[src/asfp_pkg.sv]
// shared constants and types for the converter serial frame and power control block
package asfp_pkg;
   // frame geometry
   localparam int unsigned frame_edges = 16;
   localparam int unsigned result_bits = 12;
   localparam int unsigned lead_zeros = 4;
   localparam logic [4:0] last_shift_edge = 5'h0f;
   localparam logic [4:0] track_after_edge = 5'h0d;
   localparam logic [4:0] end_edge = 5'h10;
   localparam logic [4:0] keep_power_edge = 5'h0a;
   localparam logic [4:0] glitch_edge = 5'h02;
   // timing
   localparam int unsigned clk_period_ns = 8;
   localparam int unsigned powerup_time_ns = 1000;
   localparam int unsigned powerup_cycles = (powerup_time_ns + clk_period_ns - 1) / clk_period_ns;
   localparam int unsigned release_delay_ns = 35;
   localparam int unsigned release_delay_cycles =
      (release_delay_ns / clk_period_ns) < 1 ? 1 : release_delay_ns / clk_period_ns;
   localparam int unsigned acquisition_time_ns = 290;
   localparam int unsigned quiet_time_ns = 60;
   // power modes
   typedef enum logic [1:0] {
      asfp_pw_normal,
      asfp_pw_down,
      asfp_pw_waking
   } asfp_power_t;
endpackage

[src/asfp_frame_if.sv]
// interface carrying the frame events from the top module to the shift register
interface asfp_frame_if;
   logic start;
   logic shift;
   logic stop;
   logic [11:0] sample;
   logic bit_out;
   modport ctrl (output start, output shift, output stop, output sample, input bit_out);
   modport shifter (input start, input shift, input stop, input sample, output bit_out);
endinterface

[src/asfp_shifter.sv]
// result shift register: four leading zeros then the two's complement result, msb first
module asfp_shifter (
   // clock and reset
   input wire logic sys_clk,
   input wire logic reset,
   // frame events
   asfp_frame_if.shifter fr
);
   logic [15:0] word_q;
   logic [15:0] word_d;

   // load on select fall so the first zero shows at once; shift on each falling edge but the sixteenth
   assign word_d = fr.start ? {4'h0, fr.sample} :
                   fr.shift ? {word_q[14:0], 1'b0} : word_q;
   always_ff @(posedge sys_clk) begin
      if (reset) begin
         word_q <= 16'h0000;
      end else begin
         word_q <= word_d;
      end
   end

   assign fr.bit_out = word_q[15];
endmodule

[src/asfp_ctrl.sv]
// top of the converter serial frame and power-mode control block
//
// Overview of operation
// the serial clock paces both the conversion and the data shift; sixteen clocks.
// select falling freezes the sample, starts conversion, drives the data pin.
// after the thirteenth falling edge, tracking resumes on the next rising edge.
// data pin floats on the sixteenth falling edge of a complete frame.
// select rising before sixteen clocks aborts conversion and floats data.
// each bit shifts on a falling edge; four zeros then twelve bits, msb first.
// the result is two's complement.
// first zero at select fall, second zero at the first falling edge.
// last bit leaves on edge fifteen; the host takes it on edge sixteen.
// a slow host may sample on rising edges instead.
// host leaves at least 290 ns acquisition between frames.
// host waits the 60 ns quiet time after float before a new frame.
// host holds select low past ten falling edges to stay powered.
// rise between edges ten and sixteen keeps power, aborts, floats data.
// host may idle select high or low between normal conversions.
// rise after edge two but before ten powers down and aborts.
// rise before edge two keeps normal mode, ignoring glitches.
// an abort floats the data pin within 35 ns of select rising.
// from power-down, wake starts at select fall, completes past edge ten.
// a wake frame ended before edge ten returns to power-down.
// after a dummy frame power is full within 1 us; dummy data invalid.
// host may rely on one dummy frame at up to 10 MHz, then quiet time.
// the mode after supply is undetermined; a dummy frame sets it.
// on wake, tracking resumes at the first serial clock edge after select fall.
// the falling-edge count restarts each frame; its value at select rise decides.
module asfp_ctrl (
   // clock and reset
   input wire logic sys_clk,
   input wire logic reset,
   // serial link pins from the host
   input wire logic frame_sel_n,
   input wire logic serial_clk,
   // serial data pin
   output logic result_out,
   output logic result_out_oe,
   // converter core
   input wire logic [11:0] core_result,
   output logic sampler_hold,
   output logic analog_on,
   output logic power_good,
   output logic data_valid
);
   // synchroniser stages
   logic sel_s1_q;
   logic sel_s2_q;
   logic sel_s3_q;
   logic sclk_s1_q;
   logic sclk_s2_q;
   logic sclk_s3_q;
   // frame state
   logic in_frame_q;
   logic [4:0] edge_cnt_q;
   logic oe_q;
   logic hold_q;
   logic track_pend_q;
   logic wake_track_q;
   logic dummy_q;
   logic valid_q;
   asfp_pkg::asfp_power_t pw_q;
   asfp_pkg::asfp_power_t pw_d;
   logic [7:0] pu_cnt_q;
   logic strap_done_q;

   asfp_frame_if fr ();

   // pins come from the host's domain, so two flops before any logic looks at them
   always_ff @(posedge sys_clk) begin
      sel_s1_q <= frame_sel_n;
      sel_s2_q <= sel_s1_q;
      sel_s3_q <= sel_s2_q;
      sclk_s1_q <= serial_clk;
      sclk_s2_q <= sclk_s1_q;
      sclk_s3_q <= sclk_s2_q;
   end

   // edge detection on the synchronised copies only
   wire sel_fall = sel_s3_q & ~sel_s2_q;
   wire sel_rise = ~sel_s3_q & sel_s2_q;
   wire sclk_fall = sclk_s3_q & ~sclk_s2_q;
   wire sclk_rise = ~sclk_s3_q & sclk_s2_q;
   wire frame_fall = in_frame_q & sclk_fall & (edge_cnt_q != asfp_pkg::end_edge);
   wire last_fall = frame_fall & (edge_cnt_q == asfp_pkg::last_shift_edge);
   wire early_rise = in_frame_q & sel_rise;
   // a rise after a complete frame is not an abort and must keep the valid flag
   wire abort_rise = early_rise & (edge_cnt_q != asfp_pkg::end_edge);
   wire below_two = edge_cnt_q < asfp_pkg::glitch_edge;
   wire below_ten = edge_cnt_q < asfp_pkg::keep_power_edge;
   wire pw_down = pw_q == asfp_pkg::asfp_pw_down;

   // frame events to the shift register
   assign fr.start = sel_fall;
   assign fr.shift = frame_fall & ~last_fall;
   assign fr.stop = early_rise | last_fall;
   assign fr.sample = core_result;

   asfp_shifter u_shifter (
      .sys_clk(sys_clk),
      .reset(reset),
      .fr(fr)
   );

   // falling-edge counter, restarted at each select fall
   always_ff @(posedge sys_clk) begin
      if (reset) begin
         in_frame_q <= 1'b0;
         edge_cnt_q <= 5'h00;
      end else if (sel_fall) begin
         in_frame_q <= 1'b1;
         edge_cnt_q <= 5'h00;
      end else if (sel_rise) begin
         in_frame_q <= 1'b0;
      end else if (frame_fall) begin
         edge_cnt_q <= edge_cnt_q + 5'h01;
      end
   end

   // data pin drive: on at select fall, off at edge sixteen or on an abort
   always_ff @(posedge sys_clk) begin
      if (reset) begin
         oe_q <= 1'b0;
      end else if (sel_fall) begin
         oe_q <= 1'b1;
      end else if (early_rise) begin
         oe_q <= 1'b0;
      end else if (last_fall) begin
         oe_q <= 1'b0;
      end
   end
   // the sixteenth fall arrives while the count still reads fifteen, so it ends the drive
   // rise to release is three sys_clk cycles (24 ns), inside the 35 ns limit

   // sampler hold and return to track
   always_ff @(posedge sys_clk) begin
      if (reset) begin
         hold_q <= 1'b0;
         track_pend_q <= 1'b0;
         wake_track_q <= 1'b0;
      end else if (sel_fall) begin
         hold_q <= 1'b1;
         track_pend_q <= 1'b0;
         wake_track_q <= pw_down;
      end else if (wake_track_q & (sclk_fall | sclk_rise)) begin
         hold_q <= 1'b0;
         wake_track_q <= 1'b0;
      end else if (frame_fall & (edge_cnt_q == asfp_pkg::track_after_edge - 5'h01)) begin
         track_pend_q <= 1'b1;
      end else if (track_pend_q & sclk_rise) begin
         hold_q <= 1'b0;
         track_pend_q <= 1'b0;
      end else if (early_rise) begin
         hold_q <= 1'b0;
         track_pend_q <= 1'b0;
      end
   end

   // power mode decision at select rise from the count reached; select fall from power-down starts a wake, the sixteenth fall completes it
   always_comb begin
      pw_d = pw_q;
      if (sel_fall & pw_down) begin
         pw_d = asfp_pkg::asfp_pw_waking;
      end else if (early_rise & ~below_ten) begin
         pw_d = asfp_pkg::asfp_pw_normal;
      end else if (early_rise & (pw_q == asfp_pkg::asfp_pw_waking)) begin
         pw_d = asfp_pkg::asfp_pw_down;
      end else if (early_rise & ~below_two) begin
         pw_d = asfp_pkg::asfp_pw_down;
      end else if (last_fall & (pw_q == asfp_pkg::asfp_pw_waking)) begin
         pw_d = asfp_pkg::asfp_pw_normal;
      end
      // rise before edge two leaves normal mode untouched
   end

   // mode state; the power-on mode is not defined, normal is the reset pick
   always_ff @(posedge sys_clk) begin
      if (reset) begin
         pw_q <= asfp_pkg::asfp_pw_normal;
      end else begin
         pw_q <= pw_d;
      end
   end

   // settle counter: full power only once 1 us has passed since wake began
   always_ff @(posedge sys_clk) begin
      if (reset) begin
         pu_cnt_q <= 8'h00;
         strap_done_q <= 1'b0;
      end else if (pw_down) begin
         pu_cnt_q <= 8'h00;
         strap_done_q <= 1'b0;
      end else if (pu_cnt_q != 8'(asfp_pkg::powerup_cycles)) begin
         pu_cnt_q <= pu_cnt_q + 8'h01;
      end else begin
         strap_done_q <= 1'b1;
      end
   end

   // dummy frame marking: a frame started from power-down carries no valid data
   always_ff @(posedge sys_clk) begin
      if (reset) begin
         dummy_q <= 1'b1;
         valid_q <= 1'b0;
      end else if (sel_fall) begin
         dummy_q <= pw_down | ~strap_done_q;
         valid_q <= 1'b0;
      end else if (last_fall) begin
         valid_q <= ~dummy_q;
      end else if (abort_rise) begin
         valid_q <= 1'b0;
      end
   end

   // outputs; data bit is registered in the shifter
   assign result_out = fr.bit_out & oe_q;
   assign result_out_oe = oe_q;
   assign sampler_hold = hold_q;
   assign analog_on = ~pw_down;
   assign power_good = strap_done_q;
   assign data_valid = valid_q;
endmodule

[config.mk]
export PLATFORM = sky130hd
export DESIGN_NAME = asfp_ctrl
export DESIGN_NICKNAME = d
export VERILOG_FILES = /design/src/asfp_pkg.sv /design/src/asfp_frame_if.sv /design/src/asfp_shifter.sv /design/src/asfp_ctrl.sv
export SDC_FILE = /design/constraint.sdc
export NUM_CORES = 1
export LEC_CHECK = 0
export BUFFER_PORTS_ARGS = -buffer_cell sky130_fd_sc_hd__buf_2
export CORE_ASPECT_RATIO = 0.9
export CORE_MARGIN = 2
export CORE_UTILIZATION = 50
export DETAILED_ROUTE_END_ITERATION = 16
export PLACE_DENSITY = 0.69
export SYNTH_ARGS = -nofsm -noshare
export SYNTH_HDL_FRONTEND = slang
export SYNTH_HIERARCHICAL = 1
export SYNTH_SLANG_ARGS = --single-unit
[constraint.sdc]
create_clock -name sys_clk -period 2.95 [get_ports sys_clk]
set_input_delay 0.1475 -clock sys_clk [delete_from_list [all_inputs] [get_ports sys_clk]]
set_output_delay 0.1475 -clock sys_clk [all_outputs]
set_load 0.02 [all_outputs]
# == Yosys cells after proc, flatten, opt, wreduce, memory -nomap -nowiden ==
# Index checks and enable logic that the tools add are counted.
# classes
n_lt_le_gt_ge,2
n_eq_ne,7
reduce_logical,15
n_mux,22
bitwise_logic,33
n_addsub,2
# op_table
cell,count
12-bit two-way mux,2
1-bit AND,19
1-bit two-way mux,15
1-bit inverter,12
"5-bit by 4-bit equality test with 1-bit output, second input constant",2
2-bit two-way mux,5
3-bit nonzero test,3
"8-bit by 1-bit adder with 8-bit output, second input constant",1
"8-bit by 7-bit inequality test with 1-bit output, second input constant",1
2-bit nonzero test,4
2-bit AND reduction,3
"5-bit by 1-bit adder with 5-bit output, second input constant",1
"5-bit by 2-bit < comparator with 1-bit output, second input constant",1
"5-bit by 4-bit < comparator with 1-bit output, second input constant",1
"5-bit inequality test, second input constant",1
5-bit nonzero test,1
4-bit nonzero test,1
2-bit OR reduction,2
"3-bit inequality test, second input constant",1
3-bit OR reduction,1
"2-bit by 1-bit equality test with 1-bit output, second input constant",1
"2-bit equality test, second input constant",1
1-bit bitwise OR,2
# totals
output_inout_bits,6
register_bits,45
in_bits,16
word_cells,101

# == Logic depth before layout (Yosys ltp) ==
# Gate-level depths: netlist of the first run.
# logic_depth
depth_word,11
mapped_depth,8
depth_no_buf,6

# == By module ==
# Netlist of the first run, hierarchy kept.
# modules_own_cells
mod,cells_per_inst,instances,area_per_inst_um2
asfp_ctrl,147,1,1346.3
asfp_shifter,68,1,718.2

# == Least setup slack after synthesis of the first run ==
# Ideal clock, no wire load.
# synth_timing
path_type,register to register
start,register edge_cnt_q[1]
end,register u_shifter.word_q[5]
path_buffers,2
synth_period_minus_slack_ns,1.799
stages_incl_launch_ff,9
setup_ns,0.127
t_required_ns,2.823
t_arrival_ns,1.672
path_slack_ns,1.151
path_cell_list,dfxtp_1 ha_1 and3_2 ha_1 nor3_1 buf_6 buf_12 mux2i_1 a211oi_1
# synth_via
elab_chain_len,6
elab_cells_between_ends,7
cone_classes,eq/ne (2); bitwise (4); reduce/logical (1)
# synth_rtl
element,line_no,source
"start, declared",asfp_ctrl.sv:55,logic [4:0] edge_cnt_q;
"start signal, assigned",asfp_ctrl.sv:116,edge_cnt_q <= edge_cnt_q + 5'h01;
5-bit inequality test,asfp_ctrl.sv:84,wire frame_fall = in_frame_q & sclk_fall & (edge_cnt_q != asfp_pkg::end_edge);
1-bit AND,asfp_ctrl.sv:84,
1-bit AND,asfp_ctrl.sv:85,wire last_fall = frame_fall & (edge_cnt_q == asfp_pkg::last_shift_edge);
1-bit inverter,asfp_ctrl.sv:95,assign fr.shift = frame_fall & ~last_fall;
1-bit AND *,asfp_ctrl.sv:95,
net fr.shift,asfp_frame_if.sv:4,logic shift;
2-bit nonzero test (no source line) *,--,
"end signal, assigned",asfp_shifter.sv:19,word_q <= word_d;
"end, declared",asfp_shifter.sv:9,logic [15:0] word_q;
# The timed path passes the listed nets; every way through them passes the cells marked *.
# A chain may end at the register's enable or synchronous reset.

# == Worst setup path after layout of the first run ==
# layout_timing
start,register edge_cnt_q[1]
end,register u_shifter.word_q[9]
# The elaborated chain is that of the path after synthesis.

==> qor.txt, run 1 <==
Status = finished, final reports clean
Overall power = 0.00117 W
Worst-Skew Late Latency = 0.29 ns
First-pass GRT wire length = 6710 µm
Fmax = 514 MHz
EDFF count, synth = 0
Pins over their slew limit = 0
DRT antenna net count = 0
Initial drt markers = 132
P per Cell Area = 509 nW/µm²
Synth Net Count = 240
Final Hold Vio Count = 0
Most used flip-flop cell after synthesis = dfxtp_1
FFs w/ async S/R, synth = 0
Post-route clock period utilization = 0.659
Yosys reg bits = 45
Mapped Cells = 215
Vias = 1608
Register area share after synthesis = 0.436
Initial antenna violation count = 0
Post_cts resized = 0
Max-Cap Viols = 0
Share of layout cells above drive strength 1 = 0.140
Critical Path RT = 3.11 ns
Largest net degree at the start of global routing = 28
Average vias per placed instance = 5.66
Total CTS buffers = 5
Final net count = 261
Pre-antenna DRT Iters = 4
Worst R2R Setup Slack = 1.01 ns
Worst R2R End = u_shifter/word_q[9]$_SDFFE_PP0P_
GRT overflow = 0
Dpl hpwl = 2570 µm
HP Class = in -> reg
Master of the slowest instance on the critical path = dfxtp_1
Count of cell types in the netlist = 41
Post-DP Area = 2170 µm²
Drt drc = 0
Worst vdd ir = 280 µV
Min-delay src = core_result[0]
# H-tree levels = 2
Overall routing resource usage = 0.179
Vias in the first global route = 1505
Worst R2R Path Depth = 7
Final hold slack = 0.124 ns
Die W = 71.7 µm
Area Overhead vs Synth = 11.0%
CP dominant cell by count = ha_1
GP Congestion = 0.818
PortBufs = 21
Worst setup startpoint = edge_cnt_q[1]$_SDFFE_PP0P_
Initial Util = 0.514
YS warnings = 6
WHS Path Cells = 3
Die H = 65.0 µm
I/O pins = 22
Setup tns final = 0 ns
DIE AREA = 4660 µm²
Wire length per cell = 13.2 µm
N_diodes = 0
Static Leak = 0.845 nW
Clock root cell = clkbuf_8
TritonCTS clock tree = built
WP data arrival = 2.10 ns
Post-Syn Area per Cell = 9.60 µm²
Classification of the worst setup path = reg -> reg
Worst setup SP type = register
RSZ-0062 raised after global routing = false
Worst r2r src = edge_cnt_q[1]$_SDFFE_PP0P_
Max Root-Sink Buffers = 2
Largest stage delay, worst path = 0.37 ns
Minimum clock period = 1.94 ns
Worst Path Max Fanout = 16
Design Area, Final = 2290 µm²
WHS Endpoint = u_shifter/word_q[0]$_SDFFE_PP0P_
Drt total wl = 3750 µm
Register clock-pin slew on the reported worst setup and hold paths = 0.08 ns
Row count = 22
Cell Chain, Critical Path = ha_1 -> and3_2 -> ha_1 -> nor3_2 -> buf_4 -> mux2i_1 -> a211oi_1
Core Area = 4020 µm²
Worst Skew = 0.00406 ns
Synthesized area = 2060 µm²
Endpoints failing setup = 0
Max_slew headroom = 0.447
Critical path endpoint category = register
Worst-Margin Slew = 0.830 ns
Sink Count = 45
## how the worst max path moves through the flow
| stage | endpoint | slack, ns | cells past startpoint |
|---|---|---|---|
| after floorplan | u_shifter/word_q[5]$_SDFFE_PP0P_ | 1.15 | 8 |
| after global placement | u_shifter/word_q[9]$_SDFFE_PP0P_ | 1.05 | 7 |
| after detailed placement | data_valid$_SDFFE_PP0P_ | 1.01 | 5 |
| after CTS | data_valid$_SDFFE_PP0P_ | 0.99 | 5 |
| after global routing | u_shifter/word_q[5]$_SDFFE_PP0P_ | 0.81 | 4 |
| final | u_shifter/word_q[9]$_SDFFE_PP0P_ | 1.01 | 7 |
## report_power, final
group          internal, W  leakage [nW]  switching (W)
clock             0.000246        0.0540       0.000194
combinational    0.0000385         0.423      0.0000444
sequential        0.000629         0.368      0.0000154
total             0.000914         0.845       0.000253
## worst max-delay path: cells and delay by family (launching register included)
family	cells	cell delay [ns]
fa+ha+maj	2	0.43
simple gates	2	0.39
flops	1	0.37
buf+inv	1	0.29
mux	1	0.25
compound gates	1	0.09
## placed cells by master, fill, tap and decap left out, types with 2 or more instances in the layout
cell type and instances:
xor2_1 2, or4_1 3, buf_2 21, dlygate4sd3_1 2
and4_1 2, nor2b_1 13, ha_1 9, o21ai_0 9
nand3_1 9, and4b_1 2, inv_1 13, nor3_1 8
nand3b_1 3, mux2i_1 16, clkbuf_8 5, nor2_1 4
and3_1 2, a211oi_1 13, nand4_1 3, a21oi_1 18
a21o_1 2, o211ai_1 2, nand2_1 7, dfxtp_1 45
nand2b_1 2, o31ai_1 2, and2_1 2
## flip-flops by register name, indices dropped and copies added, names as in the netlist
| name | cells |
|---|---|
| edge_cnt_q | 5 |
| result_out_oe | 1 |
| sel_s3_q | 1 |
| u_shifter/word_q | 16 |
| power_good | 1 |
| in_frame_q | 1 |
| pw_q | 2 |
| data_valid | 1 |
| sclk_s3_q | 1 |
| sel_s2_q | 1 |
| sclk_s2_q | 1 |
| sclk_s1_q | 1 |
| pu_cnt_q | 8 |
| wake_track_q | 1 |
| sel_s1_q | 1 |
| sampler_hold | 1 |
| dummy_q | 1 |
| track_pend_q | 1 |
## routing by layer
metal / up-vias / wire length [µm] / track usage
li1: 820 / - / -
met2: 25 / 1620 / 0.291
met3: 5 / 151 / 0.0482
met5: - / 0 / 0
met1: 758 / 1940 / 0.235
met4: 0 / 36 / 0.0495
## cell type report
cell class / instances / area, µm²
Clock buffer: 5 / 68.8
Clock inverter: 2 / 35.0
Fill cell: 370 / 1730
Inverter: 13 / 48.8
Multi-Input combinational cell: 147 / 1050
Sequential cell: 45 / 901
Tap cell: 48 / 60.1
Timing Repair Buffer: 24 / 133
## what timing repair did
item                                    CTS  global route
buffers inserted                          0             0
endpoints found under the hold margin     2             0
hold buffers                              2             0
endpoints found under the setup margin    0             0
## Yosys cell counts (all sizes together) (2+ instances only)
cell,number,area [µm²]
a211oi,13,97.6
a21o,2,15.0
a21oi,18,90.1
and2,2,12.5
and3,3,20.0
and4,2,17.5
and4b,2,20.0
buf,7,62.6
clkbuf,3,11.3
dfxtp,45,901
ha,9,113
inv,13,48.8
mux2i,16,160
nand2,7,26.3
nand2b,2,12.5
nand3,9,45.0
nand3b,3,22.5
nand4,3,18.8
nor2,4,15.0
nor2b,13,81.3
nor3,9,45.0
o211ai,2,15.0
o21ai,9,45.0
o31ai,2,15.0
or4,3,22.5
xor2,2,17.5
## stage by stage
step                      utilization  setup slack, ns  std cells
after floorplan                     -             1.15        215
after global placement          0.540             1.05        275
after detailed placement        0.540             1.01        275
after CTS                       0.570            0.989        284
after global routing            0.570            0.809        284
final                           0.570             1.01        284
## logic make-up (layout without fill, tap and decap cells)
group                    after synthesis  count (layout)  share of synthesized area
AND/OR/NAND/NOR                       69              69                      0.208
AO/OA/AOI/OAI                         50              50                      0.152
flip-flops                            45              45                      0.436
buffers and inverters                 23              44                     0.0594
multiplexers                          16              16                     0.0776
adder cells (fa/ha/maj)                9               9                     0.0545
XOR/XNOR                               3               3                     0.0127
(Power assumes the default switching activity.)
==> run 2, diff against run 1 <==
PLACE_DENSITY = 0.71   (was 0.69)
clock period = 1.6 ns   (was 2.95 ns; I/O delays follow)
==> run 2 against run 1 <==
Compared with the run above:
- the run now ends with setup timing left
- worst setup slack worse by 1.1 ns
- non-clock buffer count up 16
- clock-buffer cell count unchanged
- highest routed layer unchanged
- cell area up 11%
- wire length up 5.8%
==> qor.txt, run 2 (synthesis gave the netlist of run 1 again) <==
P per Cell Area = 931 nW/µm²
Share of layout cells above drive strength 1 = 0.245
Wire length per cell = 13.2 µm
HP Class = in -> reg
Worst R2R Path Depth = 7
Final net count = 277
Worst-Skew Late Latency = 0.29 ns
Pre-antenna DRT Iters = 4
WHS Path Cells = 3
Largest net degree at the start of global routing = 27
Average vias per placed instance = 5.41
Post-route clock period utilization = 1.03
DIE AREA = 4660 µm²
First-pass GRT wire length = 6800 µm
Final Hold Vio Count = 0
Minimum clock period = 1.65 ns
Drt drc = 0
Biggest regs = u_shifter/word_q: 16 flops, pu_cnt_q: 8 flops, edge_cnt_q: 5 flops
Static Leak = 0.946 nW
Worst vdd ir = 843 µV
N_diodes = 0
Vias in the first global route = 1468
Non-filler cells, final = 301
WP data arrival = 1.89 ns
Design Area, Final = 2530 µm²
Core Area = 4020 µm²
Master of the slowest instance on the critical path = dfxtp_4
Initial Util = 0.514
Dpl hpwl = 2750 µm
Initial drt markers = 150
Fmax = 604 MHz
Max-Cap Viols = 0
Worst-Margin Slew = 0.419 ns
Initial antenna violation count = 0
Worst setup SP type = register
CP dominant cell by count = ha_4
Max_slew headroom = 0.721
Drt total wl = 3970 µm
Pins over their slew limit = 0
Endpoints failing setup = 14
I/O pins = 22
Worst Skew = 0.00691 ns
Status = complete, but fails checks
Register clock-pin slew on the reported worst setup and hold paths = 0.09 ns
Total CTS buffers = 5
# H-tree levels = 2
Min setup slack post-route = -0.0545 ns
DRT antenna net count = 0
Number of flip-flops in the largest register = 16
PortBufs = 21
Post-DP Area = 2340 µm²
Failing checks = setup timing
Cell Chain, Critical Path = ha_4 -> and3_4 -> ha_4 -> nor3_4 -> buf_12 -> or3b_4 -> a21oi_2
TritonCTS clock tree = built
Overall routing resource usage = 0.186
Post-Place Cells = 290
Largest stage delay, worst path = 0.39 ns
Final hold slack = 0.0450 ns
Most frequent cells in the layout = dfxtp_1, buf_2, a21oi_1, mux2i_1, buf_4
Row count = 22
Vias = 1627
Critical path endpoint category = register
Largest Register = u_shifter/word_q
GP Congestion = 0.812
GRT overflow = 0
Classification of the worst setup path = reg -> reg
Worst Path Max Fanout = 16
Max Root-Sink Buffers = 2
Area Overhead vs Synth = 22.8%
Sink Count = 45
Die H = 65.0 µm
Die W = 71.7 µm
Commonest non-fill, non-tap cell in the layout = dfxtp_1
Clock root cell = clkbuf_8
RSZ-0062 raised after global routing = true
Critical Path RT = 1.83 ns
==> run 2: cell count changes in the layout (fill, tap and decap cells not counted), moves of 2 or more <==
| cell | delta |
|---|---|
| ha_1 | -3 |
| dfxtp_4 | +2 |
| inv_1 | -2 |
| inv_4 | +2 |
| dfxtp_1 | -2 |
| buf_4 | +15 |
| ha_4 | +3 |
==> run 2: layout make-up <==
type	count	area, µm²
clock buffer	5	68.8
clock inverter	3	65.1
fill	353	1480
inverter	13	53.8
multi-input combinational	147	1110
sequential	45	908
tap	48	60.1
timing repair buffer	40	265
==> run 2: layer usage <==
metal  share of wire  GRT usage
met5               0          0
met4          0.0078     0.0495
met3           0.033     0.0513
met2            0.44      0.277
met1            0.52      0.265
==> run 2: path summary, 6_finish.rpt <==
kind	from	to	slack [ns]
min reg2reg	sel_s1_q$_DFF_P_	sel_s2_q$_DFF_P_	0.33
min	core_result[0]	u_shifter/word_q[0]$_SDFFE_PP0P_	0.04
max	edge_cnt_q[1]$_SDFFE_PP0P_	u_shifter/word_q[0]$_SDFFE_PP0P_	-0.05
max reg2reg	edge_cnt_q[1]$_SDFFE_PP0P_	u_shifter/word_q[0]$_SDFFE_PP0P_	-0.05
==> run 2: critical path, delay by kind of cell, from the launching register on <==
family / cells / cell delay, ns
buffers and inverters: 1 / 0.16
and+or+nand+nor: 3 / 0.61
adders and majority gates: 2 / 0.29
AOI/OAI and AO/OA: 1 / 0.13
DFF: 1 / 0.39
==> run 2: stage by stage <==
| step | utilization | TNS, ns | power (W) | worst slack [ns] |
|---|---|---|---|---|
| floorplan | - | 0 | 0.00132 | 0.000363 |
| global placement | 0.582 | -0.00482 | 0.00137 | -0.00334 |
| detailed placement | 0.582 | -0.527 | 0.00138 | -0.0679 |
| CTS | 0.623 | -0.421 | 0.00238 | -0.0553 |
| global route | 0.631 | -1.49 | 0.00245 | -0.128 |
| finish | 0.631 | -0.443 | 0.00236 | -0.0545 |
==> run 2: power by group <==
part / internal [W] / switching, W
clock network: 0.000620 / 0.000383
logic: 0.0000835 / 0.0000902
registers: 0.00116 / 0.0000255
total: 0.00186 / 0.000499
==> run 2: repair_timing <==
item                       4_1_cts  5_1_grt
setup endpoints to repair       17       17
buffers inserted                 0        1
hold endpoints to repair         2        0
pin swaps                        0        2
hold buffers                     2        0
resized for setup                2        7
